## src/io_expander_pkg.sv

```systemverilog
package io_expander_pkg;

  // Pins of the largest variant, eight per port
  localparam int NPIN = 64;
  // Bits in one serial byte
  localparam logic [3:0] BITS = 4'h8;
  // Fixed upper part of the port device slave address
  localparam logic [6:0] SLAVE_BASE = 7'h20;

  // Command byte map
  localparam logic [7:0] R_INPUT = 8'h00;
  localparam logic [7:0] R_OUTPUT = 8'h08;
  localparam logic [7:0] R_FLAGS = 8'h10;
  localparam logic [7:0] R_PORT_SEL = 8'h18;
  localparam logic [7:0] R_MASK = 8'h19;
  localparam logic [7:0] R_PWM_SEL = 8'h1a;
  localparam logic [7:0] R_INVERT = 8'h1b;
  localparam logic [7:0] R_MODE = 8'h1c;
  localparam logic [7:0] R_ADDR_CFG = 8'h23;

  // Drive mode codes, one per pin
  localparam logic [2:0] MODE_PULL_UP = 3'h0;
  localparam logic [2:0] MODE_PULL_DN = 3'h1;
  localparam logic [2:0] MODE_OD_HI = 3'h2;
  localparam logic [2:0] MODE_OD_LO = 3'h3;
  localparam logic [2:0] MODE_STRONG = 3'h4;
  localparam logic [2:0] MODE_SLOW = 3'h5;
  localparam logic [2:0] MODE_HIZ = 3'h6;

  // Reset values
  localparam logic [2:0] MODE_RST = MODE_PULL_UP;
  localparam logic [63:0] OUT_RST = 64'hffff_ffff_ffff_ffff;
  localparam logic [63:0] MASK_RST = 64'hffff_ffff_ffff_ffff;

  // Bonded pins: port 2 has only its low four bits
  localparam logic [63:0] PIN_PRESENT = 64'hffff_ffff_ff0f_ffff;

  // Shared pins: extra address inputs, then write block input
  localparam logic [2:0] ADDR_N_MAX = 3'h6;
  localparam logic [5:0][5:0] ADDR_PIN =
    {6'h0e, 6'h0f, 6'h10, 6'h11, 6'h12, 6'h13};
  localparam logic [5:0] WD_PIN = 6'h0d;

  // Serial slave states
  typedef enum logic [5:0] {
    S_IDLE = 6'h01,
    S_ADDR = 6'h02,
    S_ACK = 6'h04,
    S_RX = 6'h08,
    S_TX = 6'h10,
    S_TXACK = 6'h20
  } i2c_state_t;

  // Per-pin drive controls
  typedef struct packed {
    logic [63:0] o;
    logic [63:0] oe;
    logic [63:0] pu;
    logic [63:0] pd;
    logic [63:0] slow;
  } pin_drive_t;

  // Whole state of the port logic
  typedef struct packed {
    logic scl_m;
    logic scl_r;
    logic scl_p;
    logic sda_m;
    logic sda_r;
    logic sda_p;
    logic a0_m;
    logic a0_r;
    logic [63:0] in_m;
    logic [63:0] in_r;
    logic [63:0] in_p;
    logic [15:0] pwm_p;
    i2c_state_t st;
    logic [3:0] cnt;
    logic [7:0] sh;
    logic [7:0] ptr;
    logic rw;
    logic cmd_ph;
    logic nack;
    logic sda_oe;
    logic [2:0] sel;
    logic [63:0] outv;
    logic [63:0] inv;
    logic [63:0] pwm;
    logic [63:0] mask;
    logic [63:0] flags;
    logic [63:0][2:0] mode;
    logic [2:0] addr_n;
    logic wd_en;
    pin_drive_t pin;
    logic irq;
    logic wblk;
  } port_state_t;

endpackage

```

## src/io_expander_port_logic.sv

```systemverilog
`timescale 1ns/100ps
// Overview of operation
// [RQ1] Output latch bits drive pins per mode
// [RQ2] Input read returns sampled pin levels
// [RQ3] Output and input storage kept separate
// [RQ4] Seven drive modes selectable per pin
// [RQ5] Reset selects pulled-up mode everywhere
// [RQ6] Invert bit flips reported input value
// [RQ7] PWM select routes generator to pin
// [RQ8] Level change since read sets flag
// [RQ9] Reading flags register clears it
// [RQ10] Mask bit blocks change from interrupt
// [RQ11] Interrupt on unmasked change or PWM toggle
// [RQ12] Shared pins become address or write-block
// [RQ13] Unassigned shared pins stay ordinary IO
// [RQ14] Stored defaults replayed after power-on
// [RQ15] One slave address reaches all registers
// [RQ16] Sixteen 8-bit PWM generators feed pins
// [RQ17] Port widths follow the largest variant
// [RQ18] Host sends command byte first
// [RQ19] Pins synchronised, compared with last sample
// [RQ20] Interrupt held while unmasked flag set
module io_expander_port_logic (
  // Clock and reset
  input wire logic clock,
  input wire logic rst,
  // Serial link pins
  input wire logic scl_i,
  input wire logic sda_i,
  output logic sda_o,
  output logic sda_oe,
  // Fixed address pin
  input wire logic fixed_slave_addr_pin,
  // Port pins
  input wire logic [63:0] gpio_bank_i,
  output logic [63:0] gpio_bank_o,
  output logic [63:0] gpio_bank_oe,
  output logic [63:0] gpio_bank_pu,
  output logic [63:0] gpio_bank_pd,
  output logic [63:0] gpio_bank_slow,
  // PWM generator outputs
  input wire logic [15:0] pwm_in,
  // Stored defaults replay
  input wire logic nv_we,
  input wire logic [7:0] nv_cmd,
  input wire logic [7:0] nv_data,
  // Host interrupt and write block
  output logic irq,
  output logic eeprom_wr_block
);

  io_expander_pkg::port_state_t q, d; // State and its next value
  logic rise, fall, start, stop; // Link events
  logic rd_go; // Load next read byte
  logic [7:0] rb; // Byte read out
  logic [63:0] chg, pwm_edge, set_v, rsv; // Per-pin events
  logic [63:0] dr_o, dr_oe, dr_pu, dr_pd, dr_sl; // Drive controls
  logic [6:0] my_addr; // Address this device answers to

  ////////////////////////////////////////////////////////////////////////
  // Register write, shared by host and defaults replay
  function automatic io_expander_pkg::port_state_t wr_reg(
    input io_expander_pkg::port_state_t s,
    input logic [7:0] a,
    input logic [7:0] v);
    io_expander_pkg::port_state_t r;
    logic [5:0] b;
    r = s;
    b = {s.sel, 3'h0};
    if (a >= io_expander_pkg::R_OUTPUT && a < io_expander_pkg::R_FLAGS)
      r.outv[{a[2:0], 3'h0} +: 8] = v; // RQ1
    else if (a == io_expander_pkg::R_PORT_SEL)
      r.sel = v[2:0];
    else if (a == io_expander_pkg::R_MASK)
      r.mask[b +: 8] = v;
    else if (a == io_expander_pkg::R_PWM_SEL)
      r.pwm[b +: 8] = v;
    else if (a == io_expander_pkg::R_INVERT)
      r.inv[b +: 8] = v;
    else if (a >= io_expander_pkg::R_MODE &&
             a < io_expander_pkg::R_ADDR_CFG) begin
      // A one moves that pin to this mode; zeros leave pins alone
      for (int i = 0; i < 8; i++)
        if (v[i])
          r.mode[b + 6'(i)] = 3'(a - io_expander_pkg::R_MODE); // RQ4
    end else if (a == io_expander_pkg::R_ADDR_CFG) begin
      r.addr_n = (v[2:0] > io_expander_pkg::ADDR_N_MAX) ?
                 io_expander_pkg::ADDR_N_MAX : v[2:0]; // RQ12
      r.wd_en = v[3];
    end
    return r;
  endfunction

  // Register read; unmapped commands read as zero
  function automatic logic [7:0] rd_reg(
    input io_expander_pkg::port_state_t s,
    input logic [7:0] a);
    logic [63:0] lv;
    logic [7:0] r;
    logic [5:0] b;
    lv = (s.in_r ^ s.inv) & io_expander_pkg::PIN_PRESENT; // RQ2 RQ6
    r = 8'h00;
    b = {s.sel, 3'h0};
    if (a < io_expander_pkg::R_OUTPUT)
      r = lv[{a[2:0], 3'h0} +: 8];
    else if (a < io_expander_pkg::R_FLAGS)
      r = s.outv[{a[2:0], 3'h0} +: 8]; // RQ3
    else if (a < io_expander_pkg::R_PORT_SEL)
      r = s.flags[{a[2:0], 3'h0} +: 8];
    else if (a == io_expander_pkg::R_PORT_SEL)
      r = {5'h00, s.sel};
    else if (a == io_expander_pkg::R_MASK)
      r = s.mask[b +: 8];
    else if (a == io_expander_pkg::R_PWM_SEL)
      r = s.pwm[b +: 8];
    else if (a == io_expander_pkg::R_INVERT)
      r = s.inv[b +: 8];
    else if (a < io_expander_pkg::R_ADDR_CFG) begin
      for (int i = 0; i < 8; i++)
        r[i] = s.mode[b + 6'(i)] == 3'(a - io_expander_pkg::R_MODE);
    end else if (a == io_expander_pkg::R_ADDR_CFG)
      r = {4'h0, s.wd_en, s.addr_n};
    return r;
  endfunction

  // Pins taken over as address or write-block inputs
  function automatic logic [63:0] rsv_mask(
    input io_expander_pkg::port_state_t s);
    logic [63:0] m;
    m = '0;
    for (int i = 0; i < 6; i++)
      if (3'(i) < s.addr_n)
        m[io_expander_pkg::ADDR_PIN[i]] = 1'b1; // RQ12 RQ13
    if (s.wd_en)
      m[io_expander_pkg::WD_PIN] = 1'b1;
    return m;
  endfunction

  // Slave address: low bits replaced by the fixed address pin and the enabled address pins
  function automatic logic [6:0] slave_addr(
    input io_expander_pkg::port_state_t s);
    logic [6:0] ab, am;
    ab = {6'h00, s.a0_r};
    am = ~(7'h7e << s.addr_n);
    for (int i = 0; i < 6; i++)
      ab[i + 1] = s.in_r[io_expander_pkg::ADDR_PIN[i]];
    return (io_expander_pkg::SLAVE_BASE & ~am) | (ab & am); // RQ15
  endfunction

  ////////////////////////////////////////////////////////////////////////
  // Link events from synchronised samples, clock sampled not used
  assign rise = q.scl_r & ~q.scl_p;
  assign fall = ~q.scl_r & q.scl_p;
  assign start = q.scl_r & q.scl_p & q.sda_p & ~q.sda_r;
  assign stop = q.scl_r & q.scl_p & ~q.sda_p & q.sda_r;
  assign my_addr = slave_addr(q);
  assign rsv = rsv_mask(q);
  // Change against the previous sample, per pin
  assign chg = q.in_r ^ q.in_p; // RQ19
  assign set_v = (chg | pwm_edge) & io_expander_pkg::PIN_PRESENT & ~rsv;

  ////////////////////////////////////////////////////////////////////////
  // Per-pin drive: value, mode and PWM routing
  for (genvar p = 0; p < io_expander_pkg::NPIN; p++) begin : g_pin
    logic v; // Value the pin should show
    logic [2:0] m; // Effective mode
    // Generator p mod 16 serves this pin
    assign v = q.pwm[p] ? pwm_in[p % 16] : q.outv[p]; // RQ7 RQ16
    // Absent pins and shared pins taken over as inputs are never driven
    assign m = (rsv[p] | ~io_expander_pkg::PIN_PRESENT[p]) ?
               io_expander_pkg::MODE_HIZ : q.mode[p]; // RQ13 RQ17
    assign dr_o[p] = v; // RQ1
    assign dr_oe[p] = (m == io_expander_pkg::MODE_PULL_UP & ~v) |
                      (m == io_expander_pkg::MODE_PULL_DN & v) |
                      (m == io_expander_pkg::MODE_OD_HI & v) |
                      (m == io_expander_pkg::MODE_OD_LO & ~v) |
                      (m == io_expander_pkg::MODE_STRONG) |
                      (m == io_expander_pkg::MODE_SLOW); // RQ4
    assign dr_pu[p] = m == io_expander_pkg::MODE_PULL_UP; // RQ4 RQ5
    assign dr_pd[p] = m == io_expander_pkg::MODE_PULL_DN;
    assign dr_sl[p] = m == io_expander_pkg::MODE_SLOW;
    // Routed generator toggled
    assign pwm_edge[p] = q.pwm[p] &
                         (pwm_in[p % 16] ^ q.pwm_p[p % 16]); // RQ11
  end

  ////////////////////////////////////////////////////////////////////////
  // Next state
  always_comb begin
    d = q;
    rd_go = 1'b0;
    rb = 8'h00;
    // Two flops on link, address and port inputs, third for edges; pwm_in gets one flop
    d.scl_m = scl_i;
    d.scl_r = q.scl_m;
    d.scl_p = q.scl_r;
    d.sda_m = sda_i;
    d.sda_r = q.sda_m;
    d.sda_p = q.sda_r;
    d.a0_m = fixed_slave_addr_pin;
    d.a0_r = q.a0_m;
    d.in_m = gpio_bank_i; // RQ19
    d.in_r = q.in_m;
    d.in_p = q.in_r;
    d.pwm_p = pwm_in;
    // Replay of stored defaults; host writes below take precedence
    if (nv_we)
      d = wr_reg(d, nv_cmd, nv_data); // RQ14
    if (start) begin
      d.st = io_expander_pkg::S_ADDR;
      d.cnt = 4'h0;
      d.sda_oe = 1'b0;
    end else if (stop) begin
      d.st = io_expander_pkg::S_IDLE;
      d.sda_oe = 1'b0;
    end else begin
      unique case (q.st)
        // Waiting for a start
        io_expander_pkg::S_IDLE: begin
        end
        // Shift in address, command or data
        io_expander_pkg::S_ADDR, io_expander_pkg::S_RX: begin
          if (rise) begin
            d.sh = {q.sh[6:0], q.sda_r};
            d.cnt = q.cnt + 4'h1;
          end else if (fall && q.cnt == io_expander_pkg::BITS) begin
            d.cnt = 4'h0;
            if (q.st == io_expander_pkg::S_ADDR) begin
              if (q.sh[7:1] == my_addr) begin
                d.st = io_expander_pkg::S_ACK; // RQ15
                d.sda_oe = 1'b1;
                d.rw = q.sh[0];
                d.cmd_ph = ~q.sh[0];
              end else begin
                d.st = io_expander_pkg::S_IDLE;
              end
            end else begin
              d.st = io_expander_pkg::S_ACK;
              d.sda_oe = 1'b1;
              if (q.cmd_ph) begin
                // First byte of a write is the pointer
                d.ptr = q.sh; // RQ18
                d.cmd_ph = 1'b0;
              end else begin
                d = wr_reg(d, q.ptr, q.sh); // RQ15
                d.ptr = q.ptr + 8'h01;
              end
            end
          end
        end
        // Our acknowledge bit
        io_expander_pkg::S_ACK: begin
          if (fall) begin
            d.sda_oe = 1'b0;
            if (q.rw)
              rd_go = 1'b1;
            else
              d.st = io_expander_pkg::S_RX;
          end
        end
        // Shift out, MSB first, changing on the falling edge
        io_expander_pkg::S_TX: begin
          if (fall) begin
            d.cnt = q.cnt + 4'h1;
            if (q.cnt == 4'h7) begin
              d.sda_oe = 1'b0;
              d.st = io_expander_pkg::S_TXACK;
            end else begin
              d.sh = {q.sh[6:0], 1'b0};
              d.sda_oe = ~q.sh[6];
            end
          end
        end
        // Host acknowledge; a nack ends the read
        io_expander_pkg::S_TXACK: begin
          if (rise)
            d.nack = q.sda_r;
          else if (fall) begin
            if (q.nack)
              d.st = io_expander_pkg::S_IDLE;
            else
              rd_go = 1'b1;
          end
        end
        default: d.st = io_expander_pkg::S_IDLE;
      endcase
    end
    // Fetch a byte; pins are sampled now, at read time
    if (rd_go) begin
      rb = rd_reg(q, q.ptr); // RQ2
      d.sh = rb;
      d.sda_oe = ~rb[7];
      d.cnt = 4'h0;
      d.st = io_expander_pkg::S_TX;
      d.ptr = q.ptr + 8'h01;
      if (q.ptr >= io_expander_pkg::R_FLAGS &&
          q.ptr < io_expander_pkg::R_PORT_SEL)
        d.flags[{q.ptr[2:0], 3'h0} +: 8] = 8'h00; // RQ9
    end
    // Set after clear, so a change in the read cycle survives
    d.flags = d.flags | set_v; // RQ8 RQ11
    d.pin = {dr_o, dr_oe, dr_pu, dr_pd, dr_sl};
    d.irq = |(d.flags & ~d.mask); // RQ10 RQ20
    d.wblk = q.wd_en & q.in_r[io_expander_pkg::WD_PIN]; // RQ12
  end

  // State register; reset gives pull-ups on every bonded pin
  always_ff @(posedge clock or posedge rst) begin
    if (rst) begin
      q <= '0;
      q.st <= io_expander_pkg::S_IDLE;
      q.mode <= {io_expander_pkg::NPIN{io_expander_pkg::MODE_RST}}; // RQ5
      q.outv <= io_expander_pkg::OUT_RST;
      q.mask <= io_expander_pkg::MASK_RST;
      q.pin.pu <= io_expander_pkg::PIN_PRESENT;
      // Samplers start at the idle high of pulled pins and link lines,
      // so leaving reset shows no false edge and sets no false flag
      {q.scl_m, q.scl_r, q.scl_p, q.sda_m, q.sda_r, q.sda_p} <= 6'h3f;
      q.in_m <= '1;
      q.in_r <= '1;
      q.in_p <= '1;
    end else begin
      q <= d;
    end
  end

  // Outputs straight from state; sda_o tied low
  assign sda_o = 1'b0;
  assign sda_oe = q.sda_oe;
  assign gpio_bank_o = q.pin.o;
  assign gpio_bank_oe = q.pin.oe;
  assign gpio_bank_pu = q.pin.pu;
  assign gpio_bank_pd = q.pin.pd;
  assign gpio_bank_slow = q.pin.slow;
  assign irq = q.irq;
  assign eeprom_wr_block = q.wblk;
endmodule

```

## config.mk

```make
export PLATFORM = sky130hd
export DESIGN_NAME = io_expander_port_logic
export DESIGN_NICKNAME = d
export VERILOG_FILES = /design/src/io_expander_pkg.sv /design/src/io_expander_port_logic.sv
export SDC_FILE = /design/constraint.sdc
export NUM_CORES = 2
export LEC_CHECK = 0
export BUFFER_PORTS_ARGS = -buffer_cell sky130_fd_sc_hd__buf_2
export CAP_MARGIN = 10
export CORE_MARGIN = 3
export CORE_UTILIZATION = 44
export DETAILED_ROUTE_END_ITERATION = 7
export GPL_TIMING_DRIVEN = 0
export PLACE_DENSITY_LB_ADDON = 0.1
export SYNTH_ARGS = -nofsm -noshare
export SYNTH_HDL_FRONTEND = slang
export SYNTH_SLANG_ARGS = --single-unit
```

## constraint.sdc

```tcl
create_clock -name clock -period 29.7 [get_ports clock]
set_clock_uncertainty 0.15 [all_clocks]
set_input_delay 1.485 -clock clock [delete_from_list [all_inputs] [get_ports clock]]
set_output_delay 1.485 -clock clock [all_outputs]
set_load 0.1 [all_outputs]
```

==> flow_summary.json <==
{
  "root_buffer": "clkbuf_16",
  "clock_latency_ns": 0.78,
  "status": "complete, but fails checks",
  "final_common_cell": "dfrtp_1",
  "critPathLaunchType": "input pin",
  "finalHoldWorstSlack_ns": 0.194,
  "port_buffers": 401,
  "syn_avg_cell_area_sq_um": 10.7,
  "die_h_um": 351,
  "final_core_util_pct": 52.1,
  "ant_nets": 0,
  "grt_max_degree": 48,
  "synthFlopType": "dfrtp_1",
  "worst_ep_required_time_ns": 30.13,
  "ios": 426,
  "period_share_pct": 31.4,
  "violations": "DRC, capacitance limit, slew limit",
  "area_delta_synth_final_pct": 17.4,
  "rsz0062_at_grt": "no",
  "slew_viol_final": 11,
  "cts.sink_count": 1059,
  "power_density_mw_per_mm2": 58.5,
  "first_global_vias": 42100,
  "coreArea_sq_mm": 0.118,
  "synthArstFlopShare_pct": 100,
  "num-fill-cells": 10800,
  "tightestPinTransition_ns": 1.55,
  "numCtsBuffers": 114,
  "netlist_instances": 4917,
  "final_cell_mix": "dfrtp_1 (684), nor2_1 (456), a21oi_1 (442), buf_2 (422), dfstp_2 (375)",
  "drt_iter0_markers": 5483,
  "final_nets": 5637,
  "leakage_uw": 0.0286,
  "critPathCaptureType": "flop",
  "drive_gt1_share_pct": 28.2,
  "slew_headroom_pct": -3.06,
  "rr_worst_depth": 14,
  "place_area_sq_mm": 0.0574,
  "ctsResizeCount": 0,
  "critPathKind": "in2reg",
  "hold_path_depth": 0,
  "dr.pass1.iters": 8,
  "initial_utilization_pct": 44.4,
  "synth.yosys.seq_area_share_pct": 51.4,
  "worstHoldPathType": "reg2reg",
  "ys_ff_latch": 1059,
  "viasPerCell": 6.18,
  "grt_pass1_wl_um": 341000,
  "crit_arrival_ns": 9.76,
  "globalRouteTotalUtil_pct": 40.3,
  "cts_hold_buf": 0,
  "design_area_sq_mm": 0.0616,
  "synth_edf_count": 0,
  "die_w_um": 351,
  "vias": 44300,
  "postCtsSetupBuffers": 0,
  "clkTransAtPathRegs_ns": 0.06,
  "hold_viol": 0,
  "rows": 126,
  "irDropWorstVdd_mv": 0.0565,
  "setup_tns_ns": 0,
  "dp.final_hpwl_um": 197000,
  "worst-path-max-fanout": 10,
  "setup_viol": 0,
  "totalWireLength_um": 252000,
  "antenna_found_initial": 19,
  "dieArea_sq_mm": 0.123,
  "syn_area_sq_mm": 0.0525,
  "ys_types": 85,
  "htree_levels": 3,
  "timing.fmax_mhz": 107,
  "yosysWarnings": 0,
  "drv_cap": 1,
  "min_period_ns": 9.33,
  "seqCellArea_sq_mm": 0.0270,
  "clock_path_buffers": 3,
  "cts_tree": "done",
  "globalRouteOverflowTotal": 0,
  "post_drt_wl_per_cell_um": 35.2,
  "drc": 13,
  "multi_input_area_sq_mm": 0.0220,
  "gp_congestion": 1.03
}
-- per-layer routing --
metal,vias to the layer above,GRT usage [%],wire (um)
met4,12,27.2,20200
li1,18400,-,-
met2,2796,60.6,110000
met5,-,0.275,179
met3,787,10.1,25000
met1,22300,51.4,97500
-- per-stage QoR --
stage	power [uW]	instances	worst slack, ns
final	3600	7164	20.37
after global routing	3690	7153	20.65
after CTS	3600	7139	20.56
after detailed placement	2110	6921	19.75
after global placement	2100	6870	7.16
after floorplan	1900	4933	13.77
-- synth_stat cells (10+ instances only) --
| cell type | count | area (sq um) |
|---|---|---|
| nand3_1 | 104 | 521 |
| mux4_2 | 58 | 1310 |
| buf_1 | 35 | 131 |
| nand2_1 | 339 | 1270 |
| o22ai_1 | 62 | 388 |
| nor4_1 | 26 | 163 |
| nor2b_1 | 81 | 507 |
| nor3b_1 | 123 | 923 |
| dfrtp_1 | 684 | 17100 |
| a31oi_1 | 14 | 87.6 |
| and3_1 | 25 | 156 |
| a22o_1 | 23 | 201 |
| clkbuf_1 | 217 | 815 |
| and2_1 | 34 | 213 |
| nor2_1 | 457 | 1720 |
| a221o_1 | 23 | 230 |
| inv_1 | 76 | 285 |
| or3_1 | 10 | 62.6 |
| xor2_1 | 140 | 1230 |
| a221oi_1 | 55 | 482 |
| a311oi_1 | 14 | 123 |
| mux2i_1 | 360 | 3600 |
| nand4_1 | 17 | 106 |
| buf_4 | 321 | 2410 |
| a211oi_1 | 97 | 728 |
| a21oi_1 | 444 | 2220 |
| or4_1 | 10 | 75.1 |
| dfstp_2 | 375 | 9850 |
| nor4b_1 | 14 | 123 |
| and3b_1 | 57 | 499 |
| xnor2_1 | 89 | 780 |
| o221ai_1 | 13 | 114 |
| a22oi_1 | 62 | 465 |
| ha_1 | 20 | 250 |
| nand3b_1 | 11 | 82.6 |
| nor3_1 | 99 | 495 |
| buf_2 | 10 | 50.1 |
| mux2_2 | 100 | 1130 |
| o21ai_0 | 96 | 480 |
| nand2b_1 | 12 | 75.1 |
-- critical path, cell delays in order --
cell       delay (ns)
buf_2            0.17
clkbuf_1         0.44
inv_1            0.21
ha_1             0.58
nand4bb_1        0.32
nor2_1           0.93
a21oi_1          0.42
buf_6            0.27
ha_1             0.20
ha_1             0.26
nor2b_1          0.12
buf_1            0.49
nor3b_2          0.91
clkbuf_1         0.62
nand2_1          0.41
mux2i_1          0.48
o22ai_1          0.12
nor4_1           0.78
and4_1           0.33
nand4_1          0.18
-- cell families after synthesis --
kind of cell    after synthesis  share of synthesized area, %
buf+inv                     665                          7.12
compound gates              963                          11.5
xor+xnor                    229                          3.82
simple gates               1459                          14.1
mux                         521                          11.6
flops                      1059                          51.4
other cells                   1                       0.00715
fa+ha+maj                    20                         0.477
-- power breakdown --
part	internal [uW]	switching [uW]	total (uW)
sequential	1510	60.6	1570
combinational	124	418	542
clock	854	635	1490
-- state kept, by name, indices dropped and copies added (netlist names) --
register,cells
eeprom_wr_block,1
g_pin.m,159
gpio_bank_o,64
gpio_bank_oe,60
gpio_bank_pd,60
gpio_bank_pu,60
gpio_bank_slow,60
irq,1
q,593
sda_oe,1
-- path summary, 6_finish.rpt --
path | startpoint | endpoint | slack (ns)
max in group asynchronous | rst | gpio_bank_pu[44] | 26.45
min in group asynchronous | rst | q[564] | 0.77
worst min-delay path | q[1062] | q[998] | 0.19
worst max-delay path | nv_cmd[1] | irq | 20.37
worst min register to register | q[1062] | q[998] | 0.19
worst max register to register | q[845] | irq | 21.04
-- cell type report --
cell class                      instances  area share [%]
Antenna cell                           11          0.0447
Buffer                                586            5.60
Clock buffer                          168            5.49
Clock inverter                         50           0.882
Inverter                               79           0.488
Multi-Input combinational cell       3209            35.7
Sequential cell                      1059            43.8
Tap cell                             1536            3.12
Timing Repair Buffer                  466            4.92
No activity file was read; power rests on OpenSTA's default activity.
